[config.mk]
export PLATFORM = sky130hd
export DESIGN_NAME = spi_master_fifo_controller
export DESIGN_NICKNAME = d
export VERILOG_FILES = /design/src/pkg/spi_master_pkg.sv /design/src/design/spi_char_fifo.sv /design/src/design/spi_rate_gen.sv /design/src/design/spi_master_fifo_controller.sv
export VERILOG_INCLUDE_DIRS = /design/src /design/src/pkg
export SDC_FILE = /design/constraint.sdc
export NUM_CORES = 1
export LEC_CHECK = 0
export ABC_AREA = 1
export BUFFER_PORTS_ARGS = -buffer_cell sky130_fd_sc_hd__buf_2
export CAP_MARGIN = 15
export CORE_MARGIN = 1
export CORE_UTILIZATION = 45
export CTS_BUF_LIST = sky130_fd_sc_hd__clkbuf_8 sky130_fd_sc_hd__clkbuf_16
export CTS_CLUSTER_SIZE = 40
export DETAILED_ROUTE_END_ITERATION = 12
export PLACE_DENSITY = 0.68
export SLEW_MARGIN = 20
export SYNTH_ARGS = -nofsm -noshare
export SYNTH_HDL_FRONTEND = slang
export SYNTH_SLANG_ARGS = --single-unit
[constraint.sdc]
create_clock -name i_clock -period 3.9 [get_ports i_clock]
set_clock_uncertainty 0.15 [all_clocks]
set_input_delay 0.39 -clock i_clock [delete_from_list [all_inputs] [get_ports i_clock]]
set_output_delay 0.39 -clock i_clock [all_outputs]
set_load 0.05 [all_outputs]
[src/pkg/spi_master_map.svh]
// Named constants of the serial master: mode code, tokens, widths and reset values
`ifndef SPI_MASTER_MAP_SVH
`define SPI_MASTER_MAP_SVH

`define SPI_MODE_W 2
`define SPI_MODE_SPI 2'h2
`define SPI_CHAR_W 8
`define SPI_EDGE_W 4
`define SPI_LAST_EDGE 4'hf
`define SPI_FIRST_EDGE 4'h0
`define SPI_FIFO_DEPTH 4
`define SPI_COUNT_W 3
`define SPI_BUSY_TOKEN 8'hff
`define SPI_EXTRA_TOKEN 8'hfe
`define SPI_RATE_W 4
`define SPI_DIV_W 20
`define SPI_EVT_W 9
`define SPI_STATUS_RESET 4'hc

`endif

[src/pkg/spi_master_pkg.sv]
// Types shared by the serial master: configuration, status, events, DMA handshakes, state
`default_nettype none
package spi_master_pkg;
`include "spi_master_map.svh"

    typedef struct packed {
        logic [`SPI_MODE_W-1:0] controller_mode_field;
        logic spi_master_select;
        logic clock_polarity_bit;
        logic clock_phase_bit;
        logic bit_order_bit;
        logic auto_tx_enable;
        logic repeat_on_underrun;
        logic [`SPI_RATE_W-1:0] rate_linear;
        logic [`SPI_RATE_W-1:0] rate_exponent;
    } spi_config_s;

    typedef struct packed {
        logic tx_idle_flag;
        logic tx_free_flag;
        logic rx_valid_flag;
        logic rx_overrun_flag;
    } spi_status_s;

    typedef struct packed {
        logic tx_underrun_irq;
        logic rx_overrun_irq;
        logic [1:0] rx_dma_done;
        logic [1:0] tx_dma_done;
        logic rx_valid;
        logic tx_free;
        logic tx_idle;
    } spi_event_s;

    typedef struct packed {
        logic [1:0] tx_dma_active;
        logic [1:0] rx_dma_active;
        logic rx_dma_reset;
        logic [1:0] rx_dma_load;
    } dma_in_s;

    typedef enum logic [1:0] {ST_IDLE, ST_LOAD, ST_SHIFT} shift_state_e;

    typedef struct packed {
        shift_state_e st;
        logic miso_meta;
        logic miso_sync;
        logic [`SPI_CHAR_W-1:0] tx_sh;
        logic [`SPI_CHAR_W-1:0] rx_sh;
        logic [`SPI_CHAR_W-1:0] last_tx;
        logic [`SPI_EDGE_W-1:0] edge_cnt;
        logic from_fifo;
        logic pol_prev;
        logic extra_pending;
        logic sclk;
        logic sclk_oe;
        logic mosi;
        logic mosi_oe;
        spi_status_s status;
        spi_event_s ev;
        logic [`SPI_EVT_W-1:0] irq_flags;
        logic irq;
        logic ovf_pending;
        logic [1:0] dma_err;
        logic [3:0] dma_prev;
    } ctrl_state_s;

    function automatic logic [`SPI_CHAR_W-1:0] bit_reverse(input logic [`SPI_CHAR_W-1:0] d);
        logic [`SPI_CHAR_W-1:0] q;
        q = '0;
        for (int i = 0; i < `SPI_CHAR_W; i++) begin
            q[i] = d[`SPI_CHAR_W-1-i];
        end
        return q;
    endfunction : bit_reverse

endpackage : spi_master_pkg
`default_nettype wire

[src/design/spi_char_fifo.sv]
// Small character FIFO with a registered read port
`timescale 1ns/1ps
`default_nettype none
module spi_char_fifo #(
    parameter int WIDTH = 8,
    parameter int DEPTH = 4
) (
    input wire logic i_clock,
    input wire logic i_reset_n,
    input wire logic i_push,
    input wire logic [WIDTH-1:0] i_wr_data,
    input wire logic i_pop,
    output logic [WIDTH-1:0] o_rd_data,
    output logic o_empty,
    output logic o_full,
    output logic [$clog2(DEPTH):0] o_count
);
    localparam int PTR_W = $clog2(DEPTH);

    typedef struct packed {
        logic [DEPTH-1:0][WIDTH-1:0] mem;
        logic [PTR_W-1:0] wr_ptr;
        logic [PTR_W-1:0] rd_ptr;
        logic [PTR_W:0] count;
        logic [WIDTH-1:0] rd_data;
    } fifo_state_s;

    fifo_state_s r;
    fifo_state_s n;
    logic push_ok;
    logic pop_ok;

    assign push_ok = i_push && (r.count != (PTR_W+1)'(DEPTH));
    assign pop_ok = i_pop && (r.count != '0);

    // Popped data appears on the read port one cycle after the pop
    always_comb begin
        n = r;
        if (push_ok) begin
            n.mem[r.wr_ptr] = i_wr_data;
            n.wr_ptr = PTR_W'((r.wr_ptr + 1'b1) % DEPTH);
        end
        if (pop_ok) begin
            n.rd_data = r.mem[r.rd_ptr];
            n.rd_ptr = PTR_W'((r.rd_ptr + 1'b1) % DEPTH);
        end
        n.count = (PTR_W+1)'(r.count + push_ok - pop_ok);
    end

    always_ff @(posedge i_clock or negedge i_reset_n) begin
        if (!i_reset_n) begin
            r <= '0;
        end else begin
            r <= n;
        end
    end

    assign o_rd_data = r.rd_data;
    assign o_empty = (r.count == '0);
    assign o_full = (r.count == (PTR_W+1)'(DEPTH));
    assign o_count = r.count;
endmodule : spi_char_fifo
`default_nettype wire

[src/design/spi_rate_gen.sv]
// Half-bit tick generator: one tick every (linear+1)*2^exponent clocks
`timescale 1ns/1ps
`default_nettype none
module spi_rate_gen #(
    parameter int RATE_W = 4,
    parameter int DIV_W = 20
) (
    input wire logic i_clock,
    input wire logic i_reset_n,
    input wire logic i_restart,
    input wire logic [RATE_W-1:0] i_linear,
    input wire logic [RATE_W-1:0] i_exponent,
    output logic o_tick
);
    typedef struct packed {
        logic [DIV_W-1:0] cnt;
        logic tick;
    } rate_state_s;

    rate_state_s r;
    rate_state_s n;
    logic [DIV_W-1:0] half;

    // Two half periods per bit give the full divide-by-2 of the bit rate
    assign half = (DIV_W'(i_linear) + DIV_W'(1)) << i_exponent;

    always_comb begin
        n = r;
        n.tick = 1'b0;
        if (i_restart) begin
            n.cnt = '0;
        end else if (r.cnt >= half - DIV_W'(1)) begin
            n.cnt = '0;
            n.tick = 1'b1;
        end else begin
            n.cnt = r.cnt + DIV_W'(1);
        end
    end

    always_ff @(posedge i_clock or negedge i_reset_n) begin
        if (!i_reset_n) begin
            r <= '0;
        end else begin
            r <= n;
        end
    end

    assign o_tick = r.tick;
endmodule : spi_rate_gen
`default_nettype wire

[src/design/spi_master_fifo_controller.sv]
// Serial master with transmit and receive character FIFOs, status flags and events
`timescale 1ns/1ps
`default_nettype none
`include "spi_master_map.svh"
module spi_master_fifo_controller #(
    parameter int FIFO_DEPTH = `SPI_FIFO_DEPTH
) (
    input wire logic i_clock,
    input wire logic i_reset_n,
    input wire spi_master_pkg::spi_config_s i_config,
    input wire logic i_tx_write,
    input wire logic [`SPI_CHAR_W-1:0] i_tx_data,
    input wire logic i_rx_read,
    input wire spi_master_pkg::dma_in_s i_dma,
    input wire logic [`SPI_EVT_W-1:0] i_irq_mask,
    input wire logic i_top_irq_mask,
    input wire logic [`SPI_EVT_W-1:0] i_irq_clear,
    input wire logic i_miso,
    output logic [`SPI_CHAR_W-1:0] o_rx_data,
    output spi_master_pkg::spi_status_s o_status,
    output spi_master_pkg::spi_event_s o_event,
    output logic [`SPI_EVT_W-1:0] o_irq_flags,
    output logic o_irq,
    output logic [1:0] o_rx_dma_error,
    output logic o_sclk,
    output logic o_sclk_oe,
    output logic o_mosi,
    output logic o_mosi_oe
);
    import spi_master_pkg::*;

    localparam int CNT_W = $clog2(FIFO_DEPTH) + 1;

    localparam ctrl_state_s RESET_STATE = '{
        st: ST_IDLE,
        status: `SPI_STATUS_RESET,
        default: '0
    };

    ////////////////////////////////////////////////////////////////////////////
    // Signals

    ctrl_state_s r;
    ctrl_state_s n;

    logic enabled;
    logic tick;
    logic restart;
    logic tx_push;
    logic tx_pop;
    logic tx_empty;
    logic tx_full;
    logic tx_space;
    logic [CNT_W-1:0] tx_count;
    logic [`SPI_CHAR_W-1:0] tx_rd_data;
    logic rx_push;
    logic rx_empty;
    logic rx_full;
    logic [`SPI_CHAR_W-1:0] rx_char;
    logic leading;
    logic sample;
    logic drive;
    logic overrun_now;
    logic [`SPI_CHAR_W-1:0] rx_shift;

    ////////////////////////////////////////////////////////////////////////////
    // Character start: order the bits, preload the first bit when phase is 0

    function automatic ctrl_state_s begin_char(
        input ctrl_state_s s,
        input logic [`SPI_CHAR_W-1:0] c,
        input spi_config_s cfg
    );
        ctrl_state_s t;
        logic [`SPI_CHAR_W-1:0] ordered;
        t = s;
        ordered = cfg.bit_order_bit ? bit_reverse(c) : c;
        t.tx_sh = ordered;
        t.edge_cnt = `SPI_FIRST_EDGE;
        t.st = ST_SHIFT;
        if (!cfg.clock_phase_bit) begin
            t.mosi = ordered[`SPI_CHAR_W-1];
            t.tx_sh = ordered << 1;
        end
        return t;
    endfunction : begin_char

    ////////////////////////////////////////////////////////////////////////////
    // FIFOs and bit-rate generator

    spi_char_fifo #(
        .WIDTH(`SPI_CHAR_W),
        .DEPTH(FIFO_DEPTH)
    ) u_tx_fifo (
        .i_clock(i_clock),
        .i_reset_n(i_reset_n),
        .i_push(tx_push),
        .i_wr_data(i_tx_data),
        .i_pop(tx_pop),
        .o_rd_data(tx_rd_data),
        .o_empty(tx_empty),
        .o_full(tx_full),
        .o_count(tx_count)
    );

    spi_char_fifo #(
        .WIDTH(`SPI_CHAR_W),
        .DEPTH(FIFO_DEPTH)
    ) u_rx_fifo (
        .i_clock(i_clock),
        .i_reset_n(i_reset_n),
        .i_push(rx_push),
        .i_wr_data(rx_char),
        .i_pop(i_rx_read),
        .o_rd_data(o_rx_data),
        .o_empty(rx_empty),
        .o_full(rx_full),
        .o_count()
    );

    spi_rate_gen #(
        .RATE_W(`SPI_RATE_W),
        .DIV_W(`SPI_DIV_W)
    ) u_rate (
        .i_clock(i_clock),
        .i_reset_n(i_reset_n),
        .i_restart(restart),
        .i_linear(i_config.rate_linear),
        .i_exponent(i_config.rate_exponent),
        .o_tick(tick)
    );

    ////////////////////////////////////////////////////////////////////////////
    // Write side: a character in the serializer still owns a slot, so free
    // only returns once that character has been shifted out or dropped by an abort

    assign enabled = (i_config.controller_mode_field == `SPI_MODE_SPI)
        && i_config.spi_master_select;
    assign tx_space = (CNT_W+1)'(tx_count) + (CNT_W+1)'(r.from_fifo)
        < (CNT_W+1)'(FIFO_DEPTH);
    assign tx_push = i_tx_write && tx_space && !tx_full;

    ////////////////////////////////////////////////////////////////////////////
    // Shift engine edge decode

    assign leading = !r.edge_cnt[0];
    assign sample = leading ^ i_config.clock_phase_bit;
    assign drive = i_config.clock_phase_bit ? leading
        : (!leading && r.edge_cnt != `SPI_LAST_EDGE);
    assign rx_shift = sample ? {r.rx_sh[`SPI_CHAR_W-2:0], r.miso_sync} : r.rx_sh;
    assign rx_char = i_config.bit_order_bit ? bit_reverse(rx_shift) : rx_shift;

    ////////////////////////////////////////////////////////////////////////////
    // Next state

    always_comb begin
        n = r;
        tx_pop = 1'b0;
        rx_push = 1'b0;
        restart = 1'b0;
        overrun_now = 1'b0;
        n.ev = '0;

        // MISO is a pin: only the second flop is looked at
        n.miso_meta = i_miso;
        n.miso_sync = r.miso_meta;

        // Polarity falling without a mode reinit leaves a stray character queued
        n.pol_prev = i_config.clock_polarity_bit;
        if (i_config.controller_mode_field != `SPI_MODE_SPI) begin
            n.extra_pending = 1'b0;
        end else if (r.pol_prev && !i_config.clock_polarity_bit && r.sclk_oe) begin
            n.extra_pending = 1'b1;
        end

        n.sclk_oe = enabled;
        n.mosi_oe = enabled;

        case (r.st)
            ST_IDLE: begin
                n.sclk = i_config.clock_polarity_bit;
                if (enabled) begin
                    if (r.extra_pending && (!tx_empty || i_config.auto_tx_enable)) begin
                        n = begin_char(n, `SPI_EXTRA_TOKEN, i_config);
                        n.extra_pending = 1'b0;
                        restart = 1'b1;
                    end else if (!tx_empty) begin
                        tx_pop = 1'b1;
                        n.from_fifo = 1'b1;
                        n.st = ST_LOAD;
                    end else if (i_config.auto_tx_enable) begin
                        // Repeat mode is only ever changed while idle, so the
                        // choice here is stable for the whole character
                        n = begin_char(n, i_config.repeat_on_underrun ? r.last_tx
                            : `SPI_BUSY_TOKEN, i_config);
                        n.ev.tx_underrun_irq = 1'b1;
                        restart = 1'b1;
                    end
                    // With auto mode off and nothing queued no clocks run, so
                    // nothing more is received and the receive FIFO is kept
                end
            end
            ST_LOAD: begin
                n = begin_char(n, tx_rd_data, i_config);
                n.last_tx = tx_rd_data;
                restart = 1'b1;
            end
            ST_SHIFT: begin
                if (!enabled) begin
                    // Abort mid-character; the partial byte is discarded
                    n.st = ST_IDLE;
                    n.from_fifo = 1'b0;
                    n.sclk = i_config.clock_polarity_bit;
                end else if (tick) begin
                    n.sclk = !r.sclk;
                    n.edge_cnt = r.edge_cnt + 1'b1;
                    n.rx_sh = rx_shift;
                    if (drive) begin
                        n.mosi = r.tx_sh[`SPI_CHAR_W-1];
                        n.tx_sh = r.tx_sh << 1;
                    end
                    if (r.edge_cnt == `SPI_LAST_EDGE) begin
                        n.st = ST_IDLE;
                        n.from_fifo = 1'b0;
                        if (rx_full) begin
                            overrun_now = 1'b1;
                        end else begin
                            rx_push = 1'b1;
                        end
                    end
                end
            end
            default: begin
                n.st = ST_IDLE;
            end
        endcase

        // Status flags
        n.status.tx_idle_flag = tx_empty && !i_tx_write && (n.st == ST_IDLE);
        n.status.tx_free_flag = tx_space;
        n.status.rx_valid_flag = !rx_empty;
        if (i_rx_read) begin
            n.status.rx_overrun_flag = 1'b0;
        end
        if (overrun_now) begin
            n.status.rx_overrun_flag = 1'b1;
            n.ovf_pending = 1'b1;
        end

        // DMA error holds off until the receive FIFO has emptied; buffer
        // completion alone says nothing about what is left in the FIFO
        if (i_dma.rx_dma_reset) begin
            n.dma_err = 2'h0;
        end
        n.dma_err = n.dma_err & ~i_dma.rx_dma_load;
        if (r.ovf_pending && rx_empty && !overrun_now) begin
            n.ovf_pending = 1'b0;
            if (i_dma.rx_dma_active[0]) begin
                n.dma_err[0] = 1'b1;
            end else if (i_dma.rx_dma_active[1]) begin
                n.dma_err[1] = 1'b1;
            end
        end

        // Events, one-cycle pulses
        n.ev.tx_idle = n.status.tx_idle_flag && !r.status.tx_idle_flag;
        n.ev.tx_free = n.status.tx_free_flag && !r.status.tx_free_flag;
        n.ev.rx_valid = n.status.rx_valid_flag && !r.status.rx_valid_flag;
        n.dma_prev = {i_dma.tx_dma_active, i_dma.rx_dma_active};
        n.ev.tx_dma_done = r.dma_prev[3:2] & ~i_dma.tx_dma_active;
        n.ev.rx_dma_done = r.dma_prev[1:0] & ~i_dma.rx_dma_active;
        n.ev.rx_overrun_irq = overrun_now;

        // Pending flags: a new event wins over a clear in the same cycle
        n.irq_flags = (r.irq_flags & ~i_irq_clear) | n.ev;
        n.irq = |(n.irq_flags & i_irq_mask) && i_top_irq_mask;
    end

    ////////////////////////////////////////////////////////////////////////////
    // State register

    always_ff @(posedge i_clock or negedge i_reset_n) begin
        if (!i_reset_n) begin
            r <= RESET_STATE;
        end else begin
            r <= n;
        end
    end

    ////////////////////////////////////////////////////////////////////////////
    // Outputs, all from flops

    assign o_status = r.status;
    assign o_event = r.ev;
    assign o_irq_flags = r.irq_flags;
    assign o_irq = r.irq;
    assign o_rx_dma_error = r.dma_err;
    assign o_sclk = r.sclk;
    assign o_sclk_oe = r.sclk_oe;
    assign o_mosi = r.mosi;
    assign o_mosi_oe = r.mosi_oe;

endmodule : spi_master_fifo_controller
`default_nettype wire

==> metrics.txt <==
status=finished, final reports clean; Leakage=roughly 6 nW; filler cell count=around 2100; FF-to-FF setup slack=roughly 1000 ps; IO buf count=91; GRT Residual Overflow=0; GRT Total Usage=19.7%; final setup margin=just under 600 ps; Initial Util=roughly 46%; drc violations=0; WP depth=24; I/O Pins=between 90 and 100; xor/xnor share of the synthesized area=about 2.3%; top post-synthesis cells by area=dfrtp_1 43%, nand2_1 8.9%, o21ai_0 7.8%; max_cap viols=0; compound-gate portion of the synthesized area=13.9%; CTS clk-pin slew, worst paths=roughly 70 ps; sequential area share after synthesis=a little over two fifths; slowest stage delay, CP=about 320 ps; startpoint types=input port; initial antenna violation count=1; CTS H-tree lvls=4; crit path cell chain=buf_2 -> ha_1 -> o21ai_2 -> nor2_1 -> nand2_1 -> nor2_1 -> inv_1 -> ha_1 -> nand2_1 -> inv_2 -> nand3_4 -> nor2_4 -> nand3_1 -> nand2_1 -> inv_1 -> ha_1 -> nand2_1 -> nor2_1 -> a211oi_1 -> o21ai_0 -> nand2_1 -> nand4_1 -> nor2_1 -> nor3b_1; max-slew violation count=0; reg2reg start=r[68]; library cells used by synthesis=56; post-synth top area cell=dfrtp_1; DP HPWL=around 16 mm; R2R Path End=u_tx_fifo.o_count[2]; diodes inserted=0; DP Worst Slack=156 ps; first-pass GRT wire length=~38 mm; ys flop type=dfrtp_1; die area=0.0239 mm2; top cell types by occurrence after synthesis=248 x nand2_1, 181 x dfrtp_1, 166 x inv_1; end of the critical path=u_rate.r[17]; CP Max Fanout=11; number of global-route vias before repair=a little over 8000; Syn Area/Cell=between 8 and 9 um2; CP Class=in2reg; Detailed Routing Iterations Pass 1=5; Clock Path Buffers=2; chip width=approximately 150 um; PD cells=just under 600 mW/mm2; post-synthesis cell area=~0.010 mm2; setup tns final=0 ps; synthesis-to-layout area growth=11.5%; Simple-Gate Fraction of Synth Area=22.8%; Syn Nets=around 1400; Critical Path RT=4080 ps; largest family of logic cells by synthesized area=simple AND/OR/NAND/NOR gates; worst hold path class=in2reg; FF/Latch Area=between 0.004 and 0.005 mm2; DR WL/cell=between 10 and 15 um; core area=between 0.02 and 0.025 mm2; via count=8527; WP data arrival=around 3500 ps; synthesized instance count=around 1300; post-route ant nets=0; CTS buffer count=17; clk root buf=clkbuf_16; Syn. warnings=0; post-synthesis adder-cell area fraction=approximately 5.4%; Slew @ Worst Pin=approximately 900 ps; Setup Viol. Count Final=0; share of post-route cells with drive strength above 1=between 10% and 20%; vias per cell=5.11; final net count=1441; DR iter-0 viols=480; Synth top area share=between 40% and 50%; Final Critical Period=about 3300 ps; Total Wirelength=about 22 mm; slowest stage cell, crit path=ha_1; reg2reg path depth=13; Yosys reg bits=183; Peak supply drop=slightly below 0.3 mV; Slew headroom=around two fifths; CTS tree=yes; hold_ws=approximately 18 ps; Achievable Freq=302 MHz; Final Cycle Share=about 85%; RSZ-0062 raised after global routing=no; CP startpoint=i_config[4]; row cnt=55; largest net degree at the start of global routing=between 90 and 100; die span in y=around 150 um; EDFF count, synth=0; Clk Latency, worst-skew pair=approximately 440 ps; most numerous cell in the Yosys netlist=nand2_1; Routability Congestion=~0.85; WP buf/inv=4; multiplexer area fraction after synthesis=under 10%; FFs w/ async S/R, synth=100%; CP Capture Type=flip-flop; Multi-input gate area=between 0.004 and 0.005 mm2; final hold violations=0; Crit path top cell by count=nand2_1; TritonCTS Sinks=roughly 180; cell family contributing the most delay on the critical path=simple AND/OR/NAND/NOR gates
[stage by stage]
stage / cells / instance area [um2] / util (%) / power, W
floorplan: 1281 / 10500 / - / 0.00471
global placement: 1623 / 11000 / 48.3 / 0.00514
detailed placement: 1623 / 11000 / 48.3 / 0.00520
CTS: 1668 / 11700 / 51.4 / 0.00690
global route: 1668 / 11700 / 51.4 / 0.00738
finish: 1668 / 11700 / 51.4 / 0.00684
[routing by layer]
metal	up-vias	GRT usage (%)	routed length [um]
li1	4304	-	-
met1	4041	26.3	10500
met2	153	32.8	10400
met3	27	3.50	807
met4	2	5.70	272
met5	-	0	13
[cell families (layout without fill, tap and decap cells)]
kind of cell,Yosys count,in the layout
adder cells (fa/ha/maj),44,44
multiplexers,16,16
AND/OR/NAND/NOR,499,499
buffers and inverters,244,318
AO/OA/AOI/OAI,267,267
XOR/XNOR,28,28
flip-flops,183,183
[cell type report]
type / instances / area share (%)
inverter: 176 / 5.66
multi-input combinational: 854 / 41.4
sequential: 183 / 39.1
clock inverter: 14 / 1.20
timing repair buffer: 110 / 5.55
clock buffer: 18 / 3.75
tap: 313 / 3.35
[how the worst min path moves through the flow]
stage                              start  cells after the start        endpoint
after floorplan                i_reset_n                      0      o_event[0]
after global placement             r[66]                      0           r[65]
after CTS                 i_irq_clear[3]                      2  o_irq_flags[3]
final                     i_irq_clear[1]                      2  o_irq_flags[1]
after detailed placement           r[66]                      0           r[65]
after global routing      i_irq_clear[3]                      2  o_irq_flags[3]
[worst reg2reg max path, cell delays in order (launching register included)]
cell	delay [ps]
dfrtp_1	420
inv_1	140
ha_1	270
inv_1	120
nor2_1	190
inv_1	80
nor2_1	90
buf_4	240
ha_1	270
inv_1	50
ha_1	130
inv_1	50
fa_1	370
xor2_1	170
[flip-flops by register name, indices dropped and copies added, names as in the netlist]
signal / count
o_event: 9
o_irq: 1
o_irq_flags: 9
o_mosi: 1
o_mosi_oe: 1
o_rx_dma_error: 2
o_sclk: 1
o_status: 4
r: 40
u_rate.o_tick: 1
u_rate.r: 20
u_rx_fifo.o_count: 3
u_rx_fifo.o_rd_data: 8
u_rx_fifo.r: 36
u_tx_fifo.o_count: 3
u_tx_fifo.o_rd_data: 8
u_tx_fifo.r: 36
[what timing repair did]
action                                 CTS  global route
endpoints found under the hold margin  110             0
buffers inserted                         0             0
resized for setup                        0             0
hold buffers                            13             0
[report_power, final]
| part | internal, W | switching [W] | total (W) |
|---|---|---|---|
| Sequential | 0.00239 | 0.000372 | 0.00276 |
| Combinational | 0.000777 | 0.00164 | 0.00242 |
| Clock | 0.000861 | 0.000799 | 0.00166 |
[layout by cell type, fill, tap and decap left out, types with 26 or more instances in the layout]
| cell type | instances |
|---|---|
| o21ai_0 | 164 |
| inv_1 | 166 |
| nand3_1 | 48 |
| nand2_1 | 248 |
| a21oi_1 | 39 |
| ha_1 | 42 |
| nor2_1 | 98 |
| buf_2 | 90 |
| dfrtp_1 | 181 |
| nand4_1 | 26 |
(Power assumes the default switching activity.)
